[src/tfc_consts.vh]
// Purpose: Constants shared by the transfer controller design files
// Assumes: Included by bare name from each design file
// Notes:   Definitions only
`ifndef TFC_CONSTS_VH
`define TFC_CONSTS_VH

// ----------------------------------------------------------------
// Register offsets (byte addresses on the register port)
// ----------------------------------------------------------------
`define TFC_OFF_CTRL     8'h00
`define TFC_OFF_DESC     8'h04
`define TFC_OFF_SWACT    8'h08
`define TFC_OFF_STAT     8'h0c

// ----------------------------------------------------------------
// Reset values
// ----------------------------------------------------------------
`define TFC_CTRL_RST     1'h0
`define TFC_DESC_RST     24'h000000

// ----------------------------------------------------------------
// Mode word A fields
// ----------------------------------------------------------------
`define TFC_MRA_SM_HI    7
`define TFC_MRA_SM_LO    6
`define TFC_MRA_DM_HI    5
`define TFC_MRA_DM_LO    4
`define TFC_MRA_MD_HI    3
`define TFC_MRA_MD_LO    2
`define TFC_MRA_DTS      1
`define TFC_MRA_SZ       0

// ----------------------------------------------------------------
// Mode word B fields
// ----------------------------------------------------------------
`define TFC_MRB_CHAIN    7
`define TFC_MRB_IRQSEL   6

// ----------------------------------------------------------------
// Transfer modes
// ----------------------------------------------------------------
`define TFC_MD_NORMAL    2'h0
`define TFC_MD_REPEAT    2'h1
`define TFC_MD_BLOCK     2'h2

// ----------------------------------------------------------------
// Descriptor layout in memory
// ----------------------------------------------------------------
`define TFC_DESC_LAST    3'h5
`define TFC_DESC_BYTES   24'h00000c

`endif

[src/tfc_step.v]
// Purpose: Computes descriptor state after one data unit has moved
// Assumes: Pure combinational; caller latches the results
// Notes:   Zero counts wrap, so they act as the largest count
`default_nettype none
`include "tfc_consts.vh"

module tfc_step (
    input  wire [7:0]  mode_a_in,
    input  wire [23:0] sar_in,
    input  wire [23:0] dar_in,
    input  wire [15:0] cra_in,
    input  wire [15:0] crb_in,
    output reg  [23:0] sar_out,
    output reg  [23:0] dar_out,
    output reg  [15:0] cra_out,
    output reg  [15:0] crb_out,
    output reg         last_out,
    output reg         end_out
);

    // ----------------------------------------------------------------
    // Address helpers
    // ----------------------------------------------------------------
    function [23:0] adv;
        input [23:0] a;
        input [1:0]  m;
        input        w;
        begin
            if (m[1])
                adv = m[0] ? a - {22'h000000, w, ~w} : a + {22'h000000, w, ~w};
            else
                adv = a;
        end
    endfunction

    // Undo a whole area's worth of steps; n of zero stands for 256 units
    function [23:0] rewind;
        input [23:0] a;
        input [1:0]  m;
        input        w;
        input [7:0]  n;
        reg   [9:0]  span;
        begin
            span = (n == 8'h00) ? (10'h100 << w) : ({2'h0, n} << w);
            if (m[1])
                rewind = m[0] ? a + {14'h0000, span} : a - {14'h0000, span};
            else
                rewind = a;
        end
    endfunction

    reg [23:0] sar_mv;
    reg [23:0] dar_mv;
    reg [7:0]  low_n;
    reg [15:0] blk_n;
    reg [1:0]  md;
    reg        w;

    always @*
    begin
        md      = mode_a_in[`TFC_MRA_MD_HI:`TFC_MRA_MD_LO];
        w       = mode_a_in[`TFC_MRA_SZ];
        sar_mv  = adv(sar_in, mode_a_in[`TFC_MRA_SM_HI:`TFC_MRA_SM_LO], w);
        dar_mv  = adv(dar_in, mode_a_in[`TFC_MRA_DM_HI:`TFC_MRA_DM_LO], w);
        low_n   = cra_in[7:0] - 8'h01;
        blk_n   = crb_in - 16'h0001;
        sar_out = sar_mv;
        dar_out = dar_mv;
        cra_out = cra_in - 16'h0001;
        crb_out = crb_in;
        last_out = 1'b1;
        end_out = (cra_in == 16'h0001);
        case (md)
            `TFC_MD_REPEAT, `TFC_MD_BLOCK:
            begin
                cra_out = {cra_in[15:8], low_n};
                end_out = 1'b0;
                if (md == `TFC_MD_BLOCK && low_n != 8'h00)
                    last_out = 1'b0;
                if (low_n == 8'h00)
                begin
                    cra_out = {cra_in[15:8], cra_in[15:8]};
                    if (mode_a_in[`TFC_MRA_DTS])
                        sar_out = rewind(sar_mv, mode_a_in[`TFC_MRA_SM_HI:`TFC_MRA_SM_LO], w, cra_in[15:8]);
                    else
                        dar_out = rewind(dar_mv, mode_a_in[`TFC_MRA_DM_HI:`TFC_MRA_DM_LO], w, cra_in[15:8]);
                    if (md == `TFC_MD_BLOCK)
                    begin
                        crb_out = blk_n;
                        end_out = (blk_n == 16'h0000);
                    end
                end
            end
            default:
            begin
                last_out = 1'b1;
            end
        endcase
    end

endmodule
`default_nettype wire

[src/tfc_core.v]
// Purpose: Descriptor-driven transfer controller: normal, repeat, block, chain
// Assumes: Memory answers a read in the cycle after its strobe, never waits
// Notes:   Activation source must drop its request after act_ack_out
//
// The implementer's own choices: the register addresses and strobed register access.
`default_nettype none
`include "tfc_consts.vh"

module tfc_core (
    input  wire        mclk_in,
    input  wire        nrst_in,
    input  wire [7:0]  reg_addr_in,
    input  wire [31:0] reg_wdata_in,
    input  wire        reg_wr_in,
    input  wire        reg_rd_in,
    output reg  [31:0] reg_rdata_out,
    input  wire        act_req_in,
    input  wire [23:0] act_addr_in,
    output reg         act_ack_out,
    output reg  [23:0] mem_addr_out,
    output reg  [15:0] mem_wdata_out,
    output reg         mem_wr_out,
    output reg         mem_rd_out,
    output reg         mem_word_out,
    input  wire [15:0] mem_rdata_in,
    output reg         cpu_irq_out,
    output reg         src_flag_clr_out,
    output reg         busy_out
);

    // ----------------------------------------------------------------
    // States
    // ----------------------------------------------------------------
    localparam [3:0] S_IDLE  = 4'h0;
    localparam [3:0] S_FREQ  = 4'h1;
    localparam [3:0] S_FHOLD = 4'h2;
    localparam [3:0] S_FCAP  = 4'h3;
    localparam [3:0] S_XREQ  = 4'h4;
    localparam [3:0] S_XHOLD = 4'h5;
    localparam [3:0] S_XCAP  = 4'h6;
    localparam [3:0] S_XWR   = 4'h7;
    localparam [3:0] S_UPD   = 4'h8;
    localparam [3:0] S_WB    = 4'h9;
    localparam [3:0] S_FIN   = 4'ha;

    reg [3:0]  state_q;
    reg [2:0]  idx_q;
    reg [23:0] base_q;
    reg [7:0]  mra_q;
    reg [7:0]  mrb_q;
    reg [23:0] sar_q;
    reg [23:0] dar_q;
    reg [15:0] cra_q;
    reg [15:0] crb_q;
    reg        end_q;
    reg        from_sw_q;
    reg        ctrl_en_q;
    reg [23:0] desc_q;
    reg        sw_pend_q;
    reg        sw_flag_q;
    reg        last_irq_q;

    wire [23:0] st_sar;
    wire [23:0] st_dar;
    wire [15:0] st_cra;
    wire [15:0] st_crb;
    wire        st_last;
    wire        st_end;

    // ----------------------------------------------------------------
    // Descriptor helpers
    // ----------------------------------------------------------------
    // Word n sits at base plus 2n
    function [23:0] desc_addr;
        input [23:0] b;
        input [2:0]  n;
        begin
            desc_addr = b + {20'h00000, n, 1'b0};
        end
    endfunction

    function [15:0] desc_word;
        input [2:0] n;
        begin
            case (n)
                3'h0:    desc_word = {mra_q, sar_q[23:16]};
                3'h1:    desc_word = sar_q[15:0];
                3'h2:    desc_word = {mrb_q, dar_q[23:16]};
                3'h3:    desc_word = dar_q[15:0];
                3'h4:    desc_word = cra_q;
                default: desc_word = crb_q;
            endcase
        end
    endfunction

    // ----------------------------------------------------------------
    // Per-unit update
    // ----------------------------------------------------------------
    // Only the loaded descriptor feeds the update
    tfc_step u_step (
        .mode_a_in (mra_q),
        .sar_in    (sar_q),
        .dar_in    (dar_q),
        .cra_in    (cra_q),
        .crb_in    (crb_q),
        .sar_out   (st_sar),
        .dar_out   (st_dar),
        .cra_out   (st_cra),
        .crb_out   (st_crb),
        .last_out  (st_last),
        .end_out   (st_end)
    );

    // ----------------------------------------------------------------
    // Sequencer and register port
    // ----------------------------------------------------------------
    always @(posedge mclk_in or negedge nrst_in)
    begin
        if (!nrst_in)
        begin
            state_q          <= S_IDLE;
            idx_q            <= 3'h0;
            base_q           <= 24'h000000;
            mra_q            <= 8'h00;
            mrb_q            <= 8'h00;
            sar_q            <= 24'h000000;
            dar_q            <= 24'h000000;
            cra_q            <= 16'h0000;
            crb_q            <= 16'h0000;
            end_q            <= 1'b0;
            from_sw_q        <= 1'b0;
            ctrl_en_q        <= `TFC_CTRL_RST;
            desc_q           <= `TFC_DESC_RST;
            sw_pend_q        <= 1'b0;
            sw_flag_q        <= 1'b0;
            last_irq_q       <= 1'b0;
            reg_rdata_out    <= 32'h00000000;
            act_ack_out      <= 1'b0;
            mem_addr_out     <= 24'h000000;
            mem_wdata_out    <= 16'h0000;
            mem_wr_out       <= 1'b0;
            mem_rd_out       <= 1'b0;
            mem_word_out     <= 1'b0;
            cpu_irq_out      <= 1'b0;
            src_flag_clr_out <= 1'b0;
            busy_out         <= 1'b0;
        end
        else
        begin
            act_ack_out      <= 1'b0;
            cpu_irq_out      <= 1'b0;
            src_flag_clr_out <= 1'b0;
            case (state_q)
                S_IDLE:
                begin
                    idx_q <= 3'h0;
                    // Software start outranks a peripheral request
                    if (ctrl_en_q && sw_pend_q)
                    begin
                        base_q    <= {desc_q[23:2], 2'h0};
                        from_sw_q <= 1'b1;
                        sw_pend_q <= 1'b0;
                        busy_out  <= 1'b1;
                        state_q   <= S_FREQ;
                    end
                    else if (ctrl_en_q && act_req_in)
                    begin
                        base_q      <= {act_addr_in[23:2], 2'h0};
                        from_sw_q   <= 1'b0;
                        act_ack_out <= 1'b1;
                        busy_out    <= 1'b1;
                        state_q     <= S_FREQ;
                    end
                end
                S_FREQ:
                begin
                    mem_rd_out   <= 1'b1;
                    mem_word_out <= 1'b1;
                    mem_addr_out <= desc_addr(base_q, idx_q);
                    state_q      <= S_FHOLD;
                end
                S_FHOLD:
                begin
                    mem_rd_out <= 1'b0;
                    state_q    <= S_FCAP;
                end
                S_FCAP:
                begin
                    case (idx_q)
                        3'h0:
                        begin
                            mra_q         <= mem_rdata_in[15:8];
                            sar_q[23:16]  <= mem_rdata_in[7:0];
                        end
                        3'h1:    sar_q[15:0] <= mem_rdata_in;
                        3'h2:
                        begin
                            mrb_q         <= mem_rdata_in[15:8];
                            dar_q[23:16]  <= mem_rdata_in[7:0];
                        end
                        3'h3:    dar_q[15:0] <= mem_rdata_in;
                        3'h4:    cra_q <= mem_rdata_in;
                        default: crb_q <= mem_rdata_in;
                    endcase
                    if (idx_q == `TFC_DESC_LAST)
                    begin
                        idx_q   <= 3'h0;
                        state_q <= S_XREQ;
                    end
                    else
                    begin
                        idx_q   <= idx_q + 3'h1;
                        state_q <= S_FREQ;
                    end
                end
                S_XREQ:
                begin
                    mem_rd_out   <= 1'b1;
                    mem_word_out <= mra_q[`TFC_MRA_SZ];
                    mem_addr_out <= sar_q;
                    state_q      <= S_XHOLD;
                end
                S_XHOLD:
                begin
                    mem_rd_out <= 1'b0;
                    state_q    <= S_XCAP;
                end
                S_XCAP:
                begin
                    mem_wr_out    <= 1'b1;
                    mem_addr_out  <= dar_q;
                    mem_wdata_out <= mra_q[`TFC_MRA_SZ] ? mem_rdata_in : {8'h00, mem_rdata_in[7:0]};
                    state_q       <= S_XWR;
                end
                S_XWR:
                begin
                    mem_wr_out <= 1'b0;
                    state_q    <= S_UPD;
                end
                S_UPD:
                begin
                    sar_q <= st_sar;
                    dar_q <= st_dar;
                    cra_q <= st_cra;
                    crb_q <= st_crb;
                    end_q <= st_end;
                    state_q <= st_last ? S_WB : S_XREQ;
                end
                S_WB:
                begin
                    mem_wr_out    <= 1'b1;
                    mem_word_out  <= 1'b1;
                    mem_addr_out  <= desc_addr(base_q, idx_q);
                    mem_wdata_out <= desc_word(idx_q);
                    if (idx_q == `TFC_DESC_LAST)
                        state_q <= S_FIN;
                    else
                        idx_q <= idx_q + 3'h1;
                end
                S_FIN:
                begin
                    mem_wr_out <= 1'b0;
                    idx_q      <= 3'h0;
                    if (mrb_q[`TFC_MRB_CHAIN])
                    begin
                        // Next descriptor, no flag or interrupt
                        base_q  <= base_q + `TFC_DESC_BYTES;
                        state_q <= S_FREQ;
                    end
                    else
                    begin
                        busy_out <= 1'b0;
                        state_q  <= S_IDLE;
                        if (mrb_q[`TFC_MRB_IRQSEL] || end_q)
                        begin
                            cpu_irq_out <= 1'b1;
                            last_irq_q  <= 1'b1;
                        end
                        else
                        begin
                            last_irq_q <= 1'b0;
                            if (from_sw_q)
                                sw_flag_q <= 1'b0;
                            else
                                src_flag_clr_out <= 1'b1;
                        end
                    end
                end
                default:
                begin
                    state_q <= S_IDLE;
                end
            endcase

            // Placed after the sequencer so a software set beats a hardware clear
            if (reg_wr_in)
            begin
                case (reg_addr_in)
                    `TFC_OFF_CTRL:  ctrl_en_q <= reg_wdata_in[0];
                    `TFC_OFF_DESC:  desc_q    <= reg_wdata_in[23:0];
                    `TFC_OFF_SWACT:
                    begin
                        sw_flag_q <= reg_wdata_in[0];
                        if (reg_wdata_in[0])
                            sw_pend_q <= 1'b1;
                    end
                    default: ;
                endcase
            end

            if (reg_rd_in)
            begin
                case (reg_addr_in)
                    `TFC_OFF_CTRL:  reg_rdata_out <= {31'h00000000, ctrl_en_q};
                    `TFC_OFF_DESC:  reg_rdata_out <= {8'h00, desc_q};
                    `TFC_OFF_SWACT: reg_rdata_out <= {31'h00000000, sw_flag_q};
                    `TFC_OFF_STAT:  reg_rdata_out <= {28'h0000000, state_q != S_IDLE, sw_pend_q,
                                                      last_irq_q, sw_flag_q};
                    default:        reg_rdata_out <= 32'h00000000;
                endcase
            end
            else
                reg_rdata_out <= 32'h00000000;
        end
    end

endmodule
`default_nettype wire

[config.mk]
export PLATFORM = sky130hd
export DESIGN_NAME = tfc_core
export DESIGN_NICKNAME = d
export VERILOG_FILES = /design/src/tfc_step.v /design/src/tfc_core.v
export VERILOG_INCLUDE_DIRS = /design/src
export SDC_FILE = /design/constraint.sdc
export NUM_CORES = 1
export LEC_CHECK = 0
export ABC_AREA = 1
export BUFFER_PORTS_ARGS = -buffer_cell sky130_fd_sc_hd__buf_2
export CORE_MARGIN = 2
export CORE_UTILIZATION = 40
export CTS_CLUSTER_DIAMETER = 60
export DETAILED_ROUTE_END_ITERATION = 10
export GPL_ROUTABILITY_DRIVEN = 0
export GPL_TIMING_DRIVEN = 0
export SKIP_CTS_REPAIR_TIMING = 1
export SLEW_MARGIN = 20
export SYNTH_ARGS = -nofsm -noshare
export SYNTH_HDL_FRONTEND = slang
export SYNTH_SLANG_ARGS = --single-unit
[constraint.sdc]
create_clock -name mclk_in -period 10.5 [get_ports mclk_in]
set_input_delay 1.05 -clock mclk_in [delete_from_list [all_inputs] [get_ports mclk_in]]
set_output_delay 1.05 -clock mclk_in [all_outputs]
set_load 0.02 [all_outputs]
==> results_tabular.tex <==
\begin{tabular}{lr}
\hline
Metric & Value \\
\hline
\multicolumn{2}{l}{\textbf{Timing}} \\
\quad Largest clock skew in the final design & 0.03317 ns \\
\quad Final worst path period need & 6.091 ns \\
\quad Achievable Freq & $\sim$160 MHz \\
\quad Setup TNS after final layout & 0 ns \\
\quad Final setup vio count & 0 \\
\quad Pin slew with the least headroom to its limit & around 0.98 ns \\
\quad Final period utilization & 0.5801 \\
\quad Total count of hold-check failures in the final report & 0 \\
\quad Max\_slew headroom & 0.3468 \\
\quad RSZ-0062 raised after global routing & false \\
\quad Pins over their slew limit & 0 \\
\multicolumn{2}{l}{\textbf{Routing}} \\
\quad Initial DRC Count & 2470 \\
\quad Final routed DRC violation total & 0 \\
\quad Routed length on met1 & 35820 um \\
\quad Routed Antenna Nets & 0 \\
\quad Average wire length per cell after detail routing & 20.33 um \\
\quad Number of detailed-route iterations in the first pass & 6 \\
\quad Sum of routed wire length over all layers & 83730 um \\
\quad Total number of vias & 22923 \\
\quad Met2 routed WL & 35060 um \\
\quad Top layer used by detailed routing & met5 \\
\quad Vias per Instance & $\sim$5.6 \\
\quad Length of routed met3 wiring & 8607 um \\
\multicolumn{2}{l}{\textbf{Logic synthesis}} \\
\quad Count of distinct cell types in the synthesized netlist & between 50 and 60 \\
\quad Sequential area share after synthesis & 0.2807 \\
\quad Number of enable-type register cells in the synthesized netlist & 0 \\
\quad Synthesized area per cell & 6.227 um2 \\
\quad Register bit total from synthesis & roughly 230 \\
\quad Share of flip-flops with an asynchronous set or reset after synthesis & 1.000 \\
\quad Cell count after synthesis & 3236 \\
\quad Post-Syn Area & 20150 um2 \\
\quad Main synth FF type & sky130\_fd\_sc\_hd\_\_dfrtp\_1 \\
\quad Count of yosys warnings during synthesis & 0 \\
\multicolumn{2}{l}{\textbf{Placed design}} \\
\quad Input/output buffers & roughly 150 \\
\quad Hpwl dp & 67540 um \\
\multicolumn{2}{l}{\textbf{Worst setup path}} \\
\quad Setup crit end kind & register \\
\quad Worst-path maximum fanout & 22 \\
\quad Required time of the worst setup path & around 11 ns \\
\quad Critical path launch point type & register \\
\quad Critical setup path kind & reg -> reg \\
\quad Critical path arrival & 6.54 ns \\
\multicolumn{2}{l}{\textbf{CTS}} \\
\quad Total clock sinks & 226 \\
\quad Root buf cell & sky130\_fd\_sc\_hd\_\_clkbuf\_16 \\
\quad CTS clk-pin slew, worst paths & 0.06 ns \\
\quad Deepest level of the CTS H-tree & 1 \\
\quad TritonCTS clock tree & yes \\
\quad Number of buffers inserted during clock tree synthesis & 30 \\
\quad Clock latency on the worst-skew pair & 0.58 ns \\
\quad Maximum root-to-sink buffer count & 3 \\
\multicolumn{2}{l}{\textbf{Layout}} \\
\quad Synth-to-Final Area Change & 13.76\% \\
\quad Fraction of final layout cells sized beyond drive strength 1 & 0.07862 \\
\quad Nets & 3619 \\
\quad Antenna diode count & 0 \\
\multicolumn{2}{l}{\textbf{Outcome}} \\
\quad Result of the run & finished, final reports clean \\
\multicolumn{2}{l}{\textbf{Job}} \\
\quad Max capacitance violation total & 0 \\
\multicolumn{2}{l}{\textbf{Die}} \\
\quad Effective utilization at floorplan & 0.4033 \\
\quad Vert. Die Dim & between 200 and 250 um \\
\quad Full die area & 52190 um2 \\
\quad Placement Rows & $\sim$80 \\
\quad Core box area & 49970 um2 \\
\quad Number of primary I/O pins & 164 \\
\quad Die extent in x & 228.4 um \\
\multicolumn{2}{l}{\textbf{Global route}} \\
\quad Number of antenna violations at the first check in global routing & 1 \\
\quad Maximum number of pins on one net before global-route repair & 90 \\
\quad Via count of the first global-routing pass & 20989 \\
\quad Total grt overflow & 0 \\
\quad Global router's overall resource usage & 0.3133 \\
\quad Global-route wire length before repair & 126300 um \\
\multicolumn{2}{l}{\textbf{Hold path}} \\
\quad Type of the worst min-delay path & in -> async \\
\hline
\end{tabular}
[logic make-up (layout without fill, tap and decap cells)]
kind of cell / after synthesis / after routing / share of synthesized area
AND/OR/NAND/NOR: 1623 / 1623 / 0.3370
AO/OA/AOI/OAI: 655 / 655 / 0.1825
buffers and inverters: 578 / 782 / 0.1105
flip-flops: 226 / 226 / 0.2807
adder cells (fa/ha/maj): 111 / 111 / 0.07041
XOR/XNOR: 37 / 37 / 0.01608
multiplexers: 5 / 5 / 0.002670
other: 1 / 8 / 0.0001861
[critical path, stage by stage, from the launching register on]
cell,delay (ns)
sky130_fd_sc_hd__dfrtp_1,0.96
sky130_fd_sc_hd__clkbuf_1,0.63
sky130_fd_sc_hd__inv_1,0.36
sky130_fd_sc_hd__clkbuf_1,0.40
sky130_fd_sc_hd__nor2_1,0.31
sky130_fd_sc_hd__inv_1,0.10
sky130_fd_sc_hd__fa_1,0.50
sky130_fd_sc_hd__o21bai_1,0.32
sky130_fd_sc_hd__nand2_1,0.13
sky130_fd_sc_hd__nand3_1,0.19
sky130_fd_sc_hd__nand2_1,0.09
sky130_fd_sc_hd__nand3_1,0.07
sky130_fd_sc_hd__nand3_1,0.14
sky130_fd_sc_hd__nand2_1,0.11
sky130_fd_sc_hd__inv_1,0.04
sky130_fd_sc_hd__ha_1,0.35
sky130_fd_sc_hd__a21oi_1,0.21
sky130_fd_sc_hd__o21ai_0,0.13
sky130_fd_sc_hd__a21oi_1,0.26
sky130_fd_sc_hd__nand3_1,0.18
sky130_fd_sc_hd__nand2_1,0.11
sky130_fd_sc_hd__nand2_1,0.09
sky130_fd_sc_hd__nor2_2,0.11
sky130_fd_sc_hd__nand2_1,0.05
sky130_fd_sc_hd__nand3_1,0.07
sky130_fd_sc_hd__nand2_1,0.05
[routing by layer]
layer  vias to the layer above  track usage
met5                         -            0
met4                         2       0.1311
met3                       236      0.05664
met2                      1121       0.4694
met1                     10582       0.4430
li1                      10982            -
[final timing paths]
| check | from | end | slack (ns) | depth (start not counted) |
|---|---|---|---|---|
| max | mra_q[6] | sar_q[23] | 4.41 | 25 |
| min | nrst_in | reg_rdata_out[20] | 0.25 | 1 |
| max reg2reg | mra_q[6] | sar_q[23] | 4.41 | 25 |
| min reg2reg | from_sw_q | src_flag_clr_out | 0.44 | 1 |
| max in group asynchronous | nrst_in | cra_q[8] | 9.16 | 3 |
| min in group mclk_in | from_sw_q | src_flag_clr_out | 0.44 | 1 |
[area by class of cell]
type,count,area (um2)
well taps,672,840.8
plain buffers,99,429.2
fillers,5433,27040
flip-flops and latches,226,5655
clock buffers,35,790.8
inverters,479,1798
repair buffers,148,818.3
multi-input cells,2439,12300
clock inverters,21,291.5
[Yosys cell counts, drive strengths merged, types with 3 or more instances]
cell type / instances / area, um2
a211oi: 3 / 22.52
a21o: 11 / 82.58
a21oi: 258 / 1295
a221oi: 22 / 192.7
a22oi: 3 / 27.52
a31oi: 41 / 256.5
a41oi: 9 / 78.83
and2: 5 / 31.28
buf: 31 / 173.9
clkbuf: 68 / 255.2
clkinv: 3 / 11.26
dfrtp: 226 / 5655
fa: 4 / 80.08
ha: 107 / 1339
inv: 476 / 1787
mux2: 3 / 33.78
nand2: 849 / 3207
nand3: 241 / 1229
nand3b: 4 / 30.03
nand4: 48 / 330.3
nor2: 419 / 1649
nor3: 39 / 200.2
nor4: 13 / 81.33
o211ai: 10 / 75.07
o21a: 7 / 52.55
o21ai: 238 / 1202
o21bai: 12 / 90.09
o221ai: 9 / 78.83
o22ai: 22 / 137.6
or2: 4 / 25.02
xnor2: 7 / 61.31
xor2: 30 / 262.8
[state kept, by name, summed over array words and instances (netlist names), 3 cells and up]
name and count:
sar_q 24, mem_wdata_out 16, dar_q 24, cra_q 16
base_q 22, reg_rdata_out 24, crb_q 16, desc_q 24
idx_q 3, mra_q 8, state_q 4, mem_addr_out 24
mrb_q 8
[metrics by stage]
step                cells  setup WS, ns  utilization  hold slack, ns  instance area (um2)
floorplan            3243         6.462            -          0.4032                20180
global placement     4060         4.081       0.4352          0.4359                21740
detailed placement   4063         4.579       0.4371          0.4497                21840
CTS                  4119         4.553       0.4588          0.2406                22920
global route         4119         4.089       0.4588          0.2349                22920
finish               4119         4.409       0.4588          0.2514                22920
[placed cells by master (no fill, tap or decap), types with 5 or more instances in the layout]
cell type and count:
sky130_fd_sc_hd__conb_1 8, sky130_fd_sc_hd__nor2_1 407, sky130_fd_sc_hd__o221ai_1 9, sky130_fd_sc_hd__buf_1 6, sky130_fd_sc_hd__nand2_1 841, sky130_fd_sc_hd__a41oi_1 9, sky130_fd_sc_hd__nand2_2 8, sky130_fd_sc_hd__clkbuf_1 72
sky130_fd_sc_hd__inv_1 470, sky130_fd_sc_hd__buf_2 160, sky130_fd_sc_hd__buf_4 8, sky130_fd_sc_hd__o21bai_1 12, sky130_fd_sc_hd__o211ai_1 10, sky130_fd_sc_hd__nor3_1 37, sky130_fd_sc_hd__o21ai_1 16, sky130_fd_sc_hd__o22ai_1 22
sky130_fd_sc_hd__nand4_1 46, sky130_fd_sc_hd__ha_1 107, sky130_fd_sc_hd__nor4_1 13, sky130_fd_sc_hd__nor2_2 8, sky130_fd_sc_hd__a221oi_1 22, sky130_fd_sc_hd__o21a_1 7, sky130_fd_sc_hd__dfrtp_1 226, sky130_fd_sc_hd__and2_1 5
sky130_fd_sc_hd__a21oi_1 257, sky130_fd_sc_hd__a21o_1 11, sky130_fd_sc_hd__xnor2_1 7, sky130_fd_sc_hd__bufinv_16 6, sky130_fd_sc_hd__clkinv_2 6, sky130_fd_sc_hd__inv_2 6, sky130_fd_sc_hd__o21ai_0 219, sky130_fd_sc_hd__nand3_1 238
sky130_fd_sc_hd__xor2_1 30, sky130_fd_sc_hd__clkbuf_16 31, sky130_fd_sc_hd__a31oi_1 41
Power is not shown: default switching activity piles up to over one toggle a cycle in this logic, so the estimate is an artifact.
